File: src/ovsr_pkg.sv
// package for the output voltage setpoint register bank
// shared command codes, reset values and field positions
package ovsr_pkg;
	// command codes of the bank and its neighbours
	localparam logic [7:0] CMD_PAGE = 8'h00;
	localparam logic [7:0] CMD_OPERATION = 8'h01;
	localparam logic [7:0] CMD_FORMAT = 8'h20;
	localparam logic [7:0] CMD_NOMINAL = 8'h21;
	localparam logic [7:0] CMD_OFFSET = 8'h22;
	localparam logic [7:0] CMD_CEILING = 8'h24;
	localparam logic [7:0] CMD_UPPER = 8'h25;
	localparam logic [7:0] CMD_LOWER = 8'h26;
	localparam logic [7:0] CMD_SLEW = 8'h27;
	localparam logic [7:0] CMD_SLOPE = 8'h28;
	localparam logic [7:0] CMD_APPLY = 8'he7;
	// reset values
	localparam logic [7:0] RST_FORMAT = 8'h40;
	localparam logic [15:0] RST_NOMINAL = 16'h0384;
	localparam logic [15:0] RST_OFFSET = 16'h0000;
	localparam logic [15:0] RST_CEILING = 16'h08fc;
	localparam logic [15:0] RST_UPPER = 16'h0640;
	localparam logic [15:0] RST_LOWER = 16'h00fa;
	localparam logic [15:0] RST_SLEW = 16'h0064;
	localparam logic [15:0] RST_SLOPE = 16'h0000;
	localparam logic [7:0] RST_PAGE = 8'h00;
	localparam logic [7:0] RST_OPERATION = 8'h08;
	// page selections
	localparam logic [7:0] PAGE_OUT0 = 8'h00;
	localparam logic [7:0] PAGE_OUT1 = 8'h01;
	localparam logic [7:0] PAGE_BOTH = 8'hff;
	// source field of the operation control
	localparam int SRC_LSB = 4;
	localparam logic [1:0] SRC_NOMINAL = 2'h0;
	localparam logic [1:0] SRC_LOWER = 2'h1;
	localparam logic [1:0] SRC_UPPER = 2'h2;
	// trim bound in millivolts
	localparam logic signed [17:0] TRIM_LIMIT_MV = 18'sd250;
endpackage

File: src/ovsr_regs.sv
// output voltage setpoint registers, two outputs, paged access
// assumes a decoded command port: one-cycle write or read strobes
`timescale 1ns/1ns

// Summary of operation
// - format query reads fixed 40h
// - paged 16-bit values kept per output
// - nominal setpoint, reset 0384h, nominal target
// - signed trim, reset 0, within 250 mV
// - ceiling, reset 08FCh, target never above
// - margin-high setpoint, reset 0640h
// - margin-low setpoint, reset 00FAh
// - slew rate, reset 0064h, times 100
// - droop slope, reset 0, times 10
// - slew and droop act only after apply
// - page picks output 0, 1 or both
// - source field picks nominal, low, high
module ovsr_regs #(
	parameter int NOUT = 2
) (
	input wire logic CORE_CLK,
	input wire logic SRST,
	input wire logic WR_EN,
	input wire logic RD_EN,
	input wire logic [7:0] CMD,
	input wire logic [15:0] WDATA,
	output logic [15:0] RDATA,
	output logic RD_VALID,
	output logic [15:0] TARGET_MV_0,
	output logic [15:0] TARGET_MV_1,
	output logic [15:0] SLEW_ACTIVE_0,
	output logic [15:0] SLEW_ACTIVE_1,
	output logic [15:0] SLOPE_ACTIVE_0,
	output logic [15:0] SLOPE_ACTIVE_1
);
	typedef logic [15:0] ovsr_word_t;

	// page decode used by writes only; reads pick output 1 on page 01, else output 0
	function automatic logic page_hits(input logic [7:0] pg, input int idx);
		page_hits = (pg == ovsr_pkg::PAGE_BOTH) ||
			(pg[3:0] == 4'(idx) && pg[7:4] == 4'h0);
	endfunction

	logic [7:0] page_ff, nxt_page;
	logic [7:0] oper_ff, nxt_oper;
	ovsr_word_t nom_ff [NOUT], nxt_nom [NOUT];
	ovsr_word_t trim_ff [NOUT], nxt_trim [NOUT];
	ovsr_word_t ceil_ff [NOUT], nxt_ceil [NOUT];
	ovsr_word_t hi_ff [NOUT], nxt_hi [NOUT];
	ovsr_word_t lo_ff [NOUT], nxt_lo [NOUT];
	ovsr_word_t slew_ff [NOUT], nxt_slew [NOUT];
	ovsr_word_t slope_ff [NOUT], nxt_slope [NOUT];
	ovsr_word_t slew_act_ff [NOUT], nxt_slew_act [NOUT];
	ovsr_word_t slope_act_ff [NOUT], nxt_slope_act [NOUT];
	ovsr_word_t tgt_ff [NOUT], nxt_tgt [NOUT];
	ovsr_word_t rdata_ff, nxt_rdata;
	logic rdv_ff, nxt_rdv;
	logic apply_hit;
	logic page_ok;

	assign apply_hit = WR_EN && CMD == ovsr_pkg::CMD_APPLY;
	// writes to an undefined page value are dropped
	assign page_ok = page_ff == ovsr_pkg::PAGE_OUT0 ||
		page_ff == ovsr_pkg::PAGE_OUT1 || page_ff == ovsr_pkg::PAGE_BOTH;

	// global page and operation control
	always_comb begin
		nxt_page = page_ff;
		nxt_oper = oper_ff;
		if (WR_EN && CMD == ovsr_pkg::CMD_PAGE) begin
			nxt_page = WDATA[7:0];
		end
		if (WR_EN && CMD == ovsr_pkg::CMD_OPERATION) begin
			nxt_oper = WDATA[7:0];
		end
	end

	always_ff @(posedge CORE_CLK) begin
		if (SRST) begin
			page_ff <= ovsr_pkg::RST_PAGE;
			oper_ff <= ovsr_pkg::RST_OPERATION;
		end else begin
			page_ff <= nxt_page;
			oper_ff <= nxt_oper;
		end
	end

	// per-output storage, one copy per page
	for (genvar g = 0; g < NOUT; g++) begin : g_out
		logic sel;
		logic signed [17:0] trim_s;
		logic signed [17:0] sum_s;
		logic [15:0] src;
		assign sel = WR_EN && page_ok && page_hits(page_ff, g);

		always_comb begin
			nxt_nom[g] = nom_ff[g];
			nxt_trim[g] = trim_ff[g];
			nxt_ceil[g] = ceil_ff[g];
			nxt_hi[g] = hi_ff[g];
			nxt_lo[g] = lo_ff[g];
			nxt_slew[g] = slew_ff[g];
			nxt_slope[g] = slope_ff[g];
			nxt_slew_act[g] = slew_act_ff[g];
			nxt_slope_act[g] = slope_act_ff[g];
			if (sel) begin
				case (CMD)
					ovsr_pkg::CMD_NOMINAL: nxt_nom[g] = WDATA;
					ovsr_pkg::CMD_OFFSET: nxt_trim[g] = WDATA;
					ovsr_pkg::CMD_CEILING: nxt_ceil[g] = WDATA;
					ovsr_pkg::CMD_UPPER: nxt_hi[g] = WDATA;
					ovsr_pkg::CMD_LOWER: nxt_lo[g] = WDATA;
					ovsr_pkg::CMD_SLEW: nxt_slew[g] = WDATA;
					ovsr_pkg::CMD_SLOPE: nxt_slope[g] = WDATA;
					default: ;
				endcase
			end
			// staged values commit only on apply, to every output
			if (apply_hit) begin
				nxt_slew_act[g] = slew_ff[g];
				nxt_slope_act[g] = slope_ff[g];
			end
			// target built from next values so it moves with its
			// registers; a lagging target could sit above a new ceiling
			trim_s = 18'(signed'(nxt_trim[g]));
			// clamp trim so a bad write cannot exceed the bound
			if (trim_s > ovsr_pkg::TRIM_LIMIT_MV) begin
				trim_s = ovsr_pkg::TRIM_LIMIT_MV;
			end else if (trim_s < -ovsr_pkg::TRIM_LIMIT_MV) begin
				trim_s = -ovsr_pkg::TRIM_LIMIT_MV;
			end
			case (nxt_oper[ovsr_pkg::SRC_LSB +: 2])
				ovsr_pkg::SRC_LOWER: src = nxt_lo[g];
				ovsr_pkg::SRC_UPPER: src = nxt_hi[g];
				default: src = nxt_nom[g];
			endcase
			sum_s = 18'(signed'({2'b00, src})) + trim_s;
			if (sum_s < 18'sd0) begin
				nxt_tgt[g] = 16'h0000;
			end else if (sum_s > 18'(signed'({2'b00, nxt_ceil[g]}))) begin
				nxt_tgt[g] = nxt_ceil[g];
			end else begin
				nxt_tgt[g] = sum_s[15:0];
			end
		end

		always_ff @(posedge CORE_CLK) begin
			if (SRST) begin
				nom_ff[g] <= ovsr_pkg::RST_NOMINAL;
				trim_ff[g] <= ovsr_pkg::RST_OFFSET;
				ceil_ff[g] <= ovsr_pkg::RST_CEILING;
				hi_ff[g] <= ovsr_pkg::RST_UPPER;
				lo_ff[g] <= ovsr_pkg::RST_LOWER;
				slew_ff[g] <= ovsr_pkg::RST_SLEW;
				slope_ff[g] <= ovsr_pkg::RST_SLOPE;
				slew_act_ff[g] <= ovsr_pkg::RST_SLEW;
				slope_act_ff[g] <= ovsr_pkg::RST_SLOPE;
				tgt_ff[g] <= ovsr_pkg::RST_NOMINAL; // no trim, below ceiling
			end else begin
				nom_ff[g] <= nxt_nom[g];
				trim_ff[g] <= nxt_trim[g];
				ceil_ff[g] <= nxt_ceil[g];
				hi_ff[g] <= nxt_hi[g];
				lo_ff[g] <= nxt_lo[g];
				slew_ff[g] <= nxt_slew[g];
				slope_ff[g] <= nxt_slope[g];
				slew_act_ff[g] <= nxt_slew_act[g];
				slope_act_ff[g] <= nxt_slope_act[g];
				tgt_ff[g] <= nxt_tgt[g];
			end
		end
	end

	// read mux; page both reads output 0, undefined page reads zero
	always_comb begin
		logic [0:0] ix;
		ix = 1'(page_ff == ovsr_pkg::PAGE_OUT1);
		nxt_rdv = RD_EN;
		nxt_rdata = rdata_ff;
		if (RD_EN) begin
			nxt_rdata = 16'h0000;
			case (CMD)
				ovsr_pkg::CMD_PAGE: nxt_rdata = {8'h00, page_ff};
				ovsr_pkg::CMD_OPERATION: nxt_rdata = {8'h00, oper_ff};
				ovsr_pkg::CMD_FORMAT:
					nxt_rdata = {8'h00, ovsr_pkg::RST_FORMAT};
				default: begin
					if (page_ok) begin
						case (CMD)
							ovsr_pkg::CMD_NOMINAL: nxt_rdata = nom_ff[ix];
							ovsr_pkg::CMD_OFFSET: nxt_rdata = trim_ff[ix];
							ovsr_pkg::CMD_CEILING: nxt_rdata = ceil_ff[ix];
							ovsr_pkg::CMD_UPPER: nxt_rdata = hi_ff[ix];
							ovsr_pkg::CMD_LOWER: nxt_rdata = lo_ff[ix];
							ovsr_pkg::CMD_SLEW: nxt_rdata = slew_ff[ix];
							ovsr_pkg::CMD_SLOPE: nxt_rdata = slope_ff[ix];
							default: nxt_rdata = 16'h0000;
						endcase
					end
				end
			endcase
		end
	end

	always_ff @(posedge CORE_CLK) begin
		if (SRST) begin
			rdata_ff <= 16'h0000;
			rdv_ff <= 1'b0;
		end else begin
			rdata_ff <= nxt_rdata;
			rdv_ff <= nxt_rdv;
		end
	end

	assign RDATA = rdata_ff;
	assign RD_VALID = rdv_ff;
	assign TARGET_MV_0 = tgt_ff[0];
	assign TARGET_MV_1 = tgt_ff[NOUT-1];
	assign SLEW_ACTIVE_0 = slew_act_ff[0];
	assign SLEW_ACTIVE_1 = slew_act_ff[NOUT-1];
	assign SLOPE_ACTIVE_0 = slope_act_ff[0];
	assign SLOPE_ACTIVE_1 = slope_act_ff[NOUT-1];

	// checks
	format_read_a: assert property (@(posedge CORE_CLK) disable iff (SRST)
		RD_EN && CMD == ovsr_pkg::CMD_FORMAT |=> RDATA == 16'h0040 && RD_VALID)
		else $error("format query wrong");
	target_cap_a: assert property (@(posedge CORE_CLK) disable iff (SRST)
		TARGET_MV_0 <= ceil_ff[0])
		else $error("target above ceiling");
	slew_hold_a: assert property (@(posedge CORE_CLK) disable iff (SRST)
		!apply_hit |=> $stable(SLEW_ACTIVE_0))
		else $error("slew moved without apply");
	slope_hold_a: assert property (@(posedge CORE_CLK) disable iff (SRST)
		!apply_hit |=> $stable(SLOPE_ACTIVE_1))
		else $error("droop moved without apply");
	apply_take_a: assert property (@(posedge CORE_CLK) disable iff (SRST)
		apply_hit |=> SLEW_ACTIVE_1 == $past(slew_ff[1]))
		else $error("apply not taken");
	nom_write_a: assert property (@(posedge CORE_CLK) disable iff (SRST)
		WR_EN && CMD == ovsr_pkg::CMD_NOMINAL && page_ff == 8'h01
		|=> nom_ff[0] == $past(nom_ff[0]) && nom_ff[1] == $past(WDATA))
		else $error("page 1 write misrouted");
	both_write_a: assert property (@(posedge CORE_CLK) disable iff (SRST)
		WR_EN && CMD == ovsr_pkg::CMD_UPPER && page_ff == 8'hff
		|=> hi_ff[0] == $past(WDATA) && hi_ff[1] == $past(WDATA))
		else $error("both-page write missed");
	// target selection: the target moves on the edge its inputs do
	src_low_a: assert property (@(posedge CORE_CLK) disable iff (SRST)
		oper_ff[ovsr_pkg::SRC_LSB +: 2] == ovsr_pkg::SRC_LOWER
		&& trim_ff[0] == 16'h0000 && lo_ff[0] <= ceil_ff[0]
		|-> TARGET_MV_0 == lo_ff[0])
		else $error("margin low not selected");
	src_high_a: assert property (@(posedge CORE_CLK)
		disable iff (SRST)
		oper_ff[ovsr_pkg::SRC_LSB +: 2] == ovsr_pkg::SRC_UPPER
		&& trim_ff[0] == 16'h0000 && hi_ff[0] <= ceil_ff[0]
		|-> TARGET_MV_0 == hi_ff[0])
		else $error("margin high not selected");
	src_nom_a: assert property (@(posedge CORE_CLK)
		disable iff (SRST)
		oper_ff[ovsr_pkg::SRC_LSB +: 2] == ovsr_pkg::SRC_NOMINAL
		&& trim_ff[1] == 16'h0000 && nom_ff[1] <= ceil_ff[1]
		|-> TARGET_MV_1 == nom_ff[1])
		else $error("nominal not selected");
	// trim may move the target at most its bound from the setpoint
	trim_up_a: assert property (@(posedge CORE_CLK)
		disable iff (SRST)
		oper_ff[ovsr_pkg::SRC_LSB +: 2] == ovsr_pkg::SRC_NOMINAL
		|-> 18'(TARGET_MV_0) <= 18'(nom_ff[0]) + 18'(ovsr_pkg::TRIM_LIMIT_MV))
		else $error("trim above its bound");
	trim_down_a: assert property (@(posedge CORE_CLK)
		disable iff (SRST)
		oper_ff[ovsr_pkg::SRC_LSB +: 2] == ovsr_pkg::SRC_NOMINAL
		&& nom_ff[0] <= ceil_ff[0]
		|-> 18'(TARGET_MV_0) + 18'(ovsr_pkg::TRIM_LIMIT_MV) >= 18'(nom_ff[0]))
		else $error("trim below its bound");
	cap_out1_a: assert property (@(posedge CORE_CLK)
		disable iff (SRST)
		TARGET_MV_1 <= ceil_ff[NOUT-1])
		else $error("second target above ceiling");
	// page routing of stores
	page0_write_a: assert property (@(posedge CORE_CLK)
		disable iff (SRST)
		WR_EN && CMD == ovsr_pkg::CMD_OFFSET && page_ff == ovsr_pkg::PAGE_OUT0
		|=> trim_ff[0] == $past(WDATA) && trim_ff[1] == $past(trim_ff[1]))
		else $error("page 0 write misrouted");
	bad_page_a: assert property (@(posedge CORE_CLK)
		disable iff (SRST)
		WR_EN && !page_ok |=> $stable(nom_ff[0]) && $stable(nom_ff[1]))
		else $error("write stored under bad page");
	// staged values reach the active copies only through apply
	slope_take_a: assert property (@(posedge CORE_CLK)
		disable iff (SRST)
		apply_hit |=> SLOPE_ACTIVE_1 == $past(slope_ff[NOUT-1]))
		else $error("droop apply not taken");
	slew_hold1_a: assert property (@(posedge CORE_CLK)
		disable iff (SRST)
		!apply_hit |=> $stable(SLEW_ACTIVE_1))
		else $error("second slew moved without apply");
	slope_hold0_a: assert property (@(posedge CORE_CLK)
		disable iff (SRST)
		!apply_hit |=> $stable(SLOPE_ACTIVE_0))
		else $error("first droop moved without apply");
endmodule

File: config.mk
export PLATFORM = sky130hd
export DESIGN_NAME = ovsr_regs
export DESIGN_NICKNAME = d
export VERILOG_FILES = /design/src/ovsr_pkg.sv /design/src/ovsr_regs.sv
export SDC_FILE = /design/constraint.sdc
export NUM_CORES = 1
export LEC_CHECK = 0
export ABC_AREA = 1
export BUFFER_PORTS_ARGS = -buffer_cell sky130_fd_sc_hd__buf_4
export CAP_MARGIN = 20
export CORE_MARGIN = 2
export CORE_UTILIZATION = 23
export DETAILED_ROUTE_END_ITERATION = 6
export GPL_ROUTABILITY_DRIVEN = 0
export SYNTH_ARGS = -nofsm -noshare
export SYNTH_HDL_FRONTEND = slang
export SYNTH_SLANG_ARGS = --single-unit
File: constraint.sdc
create_clock -name CORE_CLK -period 9.15 [get_ports CORE_CLK]
set_clock_uncertainty 0.2 [all_clocks]
set_input_delay 1.83 -clock CORE_CLK [delete_from_list [all_inputs] [get_ports CORE_CLK]]
set_output_delay 1.83 -clock CORE_CLK [all_outputs]
set_load 0.02 [all_outputs]
==> results.json <==
{
  "irDropWorstVdd_uv": 124,
  "ys_seq_elements": 353,
  "cts_inserted_buffers": 42,
  "reg2reg_from": "page_ff[4]",
  "final_layout_size_suffix_gt1_frac": 0.115,
  "synthesis.instances": 2613,
  "diodes": 0,
  "place_ws_ns": 0.700,
  "grt_overflow_total": 0,
  "slew_headroom": 0.322,
  "p_seq_frac": 0.445,
  "cp.arrival_ns": 8.22,
  "rsz_0062_raised_after_global_routing": "false",
  "most-common-layout-cells": "nand2_1 (467), o21ai_0 (427), dfxtp_1 (353), nor2_1 (304), inv_1 (253)",
  "power.leakage_uw": 0.00899,
  "drtPass1Iterations": 5,
  "most_common_cell_after_layout_fill_and_taps_aside": "nand2_1",
  "timing.critical_path.fanout_max": 28,
  "total_power_uw": 3500,
  "top_level_ports": 141,
  "crit_slowest_cell": "ha_1",
  "root_buffer": "clkbuf_16",
  "die_area_sq_mm": 0.0810,
  "setup_violators_final": 0,
  "worst_slack_ns": 1.19,
  "cp.required_ns": 9.41,
  "die_h_microns": 285,
  "synth-seq-area-share": 0.390,
  "antenna_found_initial": 1,
  "timing.critical_path.slowest_cell_delay_ns": 0.42,
  "cts_tree": "done",
  "grt_first_pass_wirelength_microns": 103000,
  "ctsLongestPathBuffers": 3,
  "initial_utilization": 0.233,
  "clk_pin_slew_worst_paths_ns": 0.06,
  "stdcell_area_sq_mm": 0.0216,
  "finalCriticalPeriod_ns": 7.96,
  "clk-insertion-delay-late_ns": 0.58,
  "finalCritPeriodShare": 0.870,
  "pin_count_of_the_biggest_net_entering_global_routing": 118,
  "post_synth_cell_types": 52,
  "chipWidth_microns": 285,
  "worst_path_most_repeated_cell": "nand2_1",
  "num-nets-final": 2790,
  "post_synthesis_cell_area_sq_mm": 0.0181,
  "dp_hpwl_microns": 50900,
  "post_cts.repair.setup_buffers": 0,
  "tightest_slew_ns": 1.02,
  "max_freq_mhz": 126,
  "cts.hold.buffers_added": 0,
  "vias_in_the_first_global_route": 16500,
  "worst_setup_path_category": "input pin to register",
  "holdCritPathClass": "register to register",
  "grt.total_usage": 0.165,
  "avgViaCountPerCell": 4.78,
  "report.final.slew_viol_count": 0,
  "drc_errors": 0,
  "critPathCaptureType": "register",
  "status": "complete, no violations",
  "vias": 18000,
  "p_int_uw": 2630,
  "combPwrFrac": 0.068,
  "synthesis.area_per_instance_sq_um": 6.93,
  "std_cell_rows": 102,
  "cp-start-kind": "input pin",
  "switching_share": 0.251,
  "wl_microns": 69300,
  "synth-warning-count": 0,
  "h-tree-depth": 2,
  "routed_wire_length_per_instance_microns": 18.4,
  "num-fill-cells": 8529,
  "drt_initial_violations": 2151,
  "critical_path.startpoint": "CMD[6]",
  "pwr-share-clk": 0.487,
  "syn_nets": 2713,
  "timing.max_cap.violations": 0,
  "placement.io_buffers": 140,
  "floorplan.core_area_sq_mm": 0.0777,
  "p_switching_uw": 879,
  "detail-route-antenna-nets": 0,
  "min_from": "slew_ff[1][10]",
  "placement.cell_area_sq_mm": 0.0202,
  "power_density_mw_per_mm2": 162,
  "cts_repair_resize_count": 0,
  "clock-sinks": 353,
  "finalHoldViolations": 0,
  "area.growth.synth_to_final_pct": 19.2,
  "setup-tns-final_ns": 0
}
[power groups by stage]
stage	Clock, uW	Sequential [uW]	Combinational [uW]
2_1_floorplan	0	1610	124
3_3_place_gp	0	1600	235
3_5_place_dp	0	1590	234
4_1_cts	1730	1560	235
5_1_grt	1790	1560	259
6_report	1710	1560	238
[final cells by class]
class | instances | area, sq um | area share
Multi-Input combinational cell | 1829 | 9360 | 0.434
Sequential cell | 353 | 7070 | 0.327
Timing Repair Buffer | 191 | 1430 | 0.0664
Tap cell | 1040 | 1300 | 0.0603
Clock buffer | 57 | 1200 | 0.0555
Inverter | 273 | 1030 | 0.0477
Clock inverter | 19 | 200 | 0.00927
[metal layers]
layer	vias up	GRT usage	share of wire
met5	-	0	0.00013
met4	2	0.0575	0.034
met3	134	0.0322	0.087
met2	799	0.252	0.43
met1	8240	0.230	0.45
li1	8818	-	-
[cell families (layout without fill, tap and decap cells)]
family,Yosys count,in the layout,share of synthesized area
adders and majority gates,72,72,0.0506
AOI/OAI and AO/OA,834,834,0.249
xor gates and xnor gates,28,28,0.0135
DFF,353,353,0.390
buffers and inverters,431,540,0.0931
and+or+nand+nor,895,895,0.203
[synth_stat cells (all sizes together)]
cell,instances,share of area
a21oi,252,0.071
a21boi,2,0.00083
xor2,22,0.011
nor2,311,0.067
a21o,3,0.0012
o21ai,465,0.13
o21bai,4,0.0017
o211ai,21,0.0087
o22ai,23,0.0086
ha,70,0.048
o32ai,2,0.00097
nand3b,2,0.00083
inv,264,0.055
nand4,15,0.0064
nand3,61,0.018
o2111ai,1,0.00048
nor4,8,0.0028
o31ai,9,0.0037
o21a,3,0.0012
a211oi,3,0.0012
nor3,11,0.0030
clkbuf,143,0.030
a221oi,2,0.00097
o311ai,1,0.00048
xnor2,6,0.0029
clkinv,9,0.0019
o221ai,27,0.013
fa,2,0.0022
a31oi,8,0.0028
o41ai,8,0.0039
or2,5,0.0017
dfxtp,353,0.39
nand2,482,0.10
buf,15,0.0068
[stage by stage]
stage                     hold slack, ns  utilization  instances
after floorplan                    0.230            -       2613
after global placement             0.257        0.260       3686
after detailed placement           0.258        0.260       3686
after CTS                          0.265        0.278       3762
after global routing               0.291        0.278       3762
final                              0.260        0.278       3762
[registers in the layout (all words and copies together), names as in the netlist]
register      cells
oper_ff           8
nom_ff           32
ceil_ff          32
tgt_ff           32
page_ff           8
lo_ff            32
slew_act_ff      32
slope_ff         32
RDATA            16
slope_act_ff     32
hi_ff            32
RD_VALID          1
trim_ff          32
slew_ff          32
[final timing paths]
check             depth (start not counted)            endpoint  slack, ns
setup / recovery                         35        tgt_ff[1][3]       1.19
hold / removal                            2  slew_act_ff[1][10]       0.26
setup reg to reg                         34        tgt_ff[1][3]       1.99
hold reg to reg                           2  slew_act_ff[1][10]       0.26
[worst max-delay path, delay by kind of cell]
| kind | cells | cell delay [ns] |
|---|---|---|
| compound gates | 6 | 1.29 |
| buf+inv | 6 | 0.88 |
| xor+xnor | 1 | 0.16 |
| fa+ha+maj | 3 | 1.02 |
| simple gates | 19 | 3.02 |
Note: power is estimated with default switching activity, not from simulation.
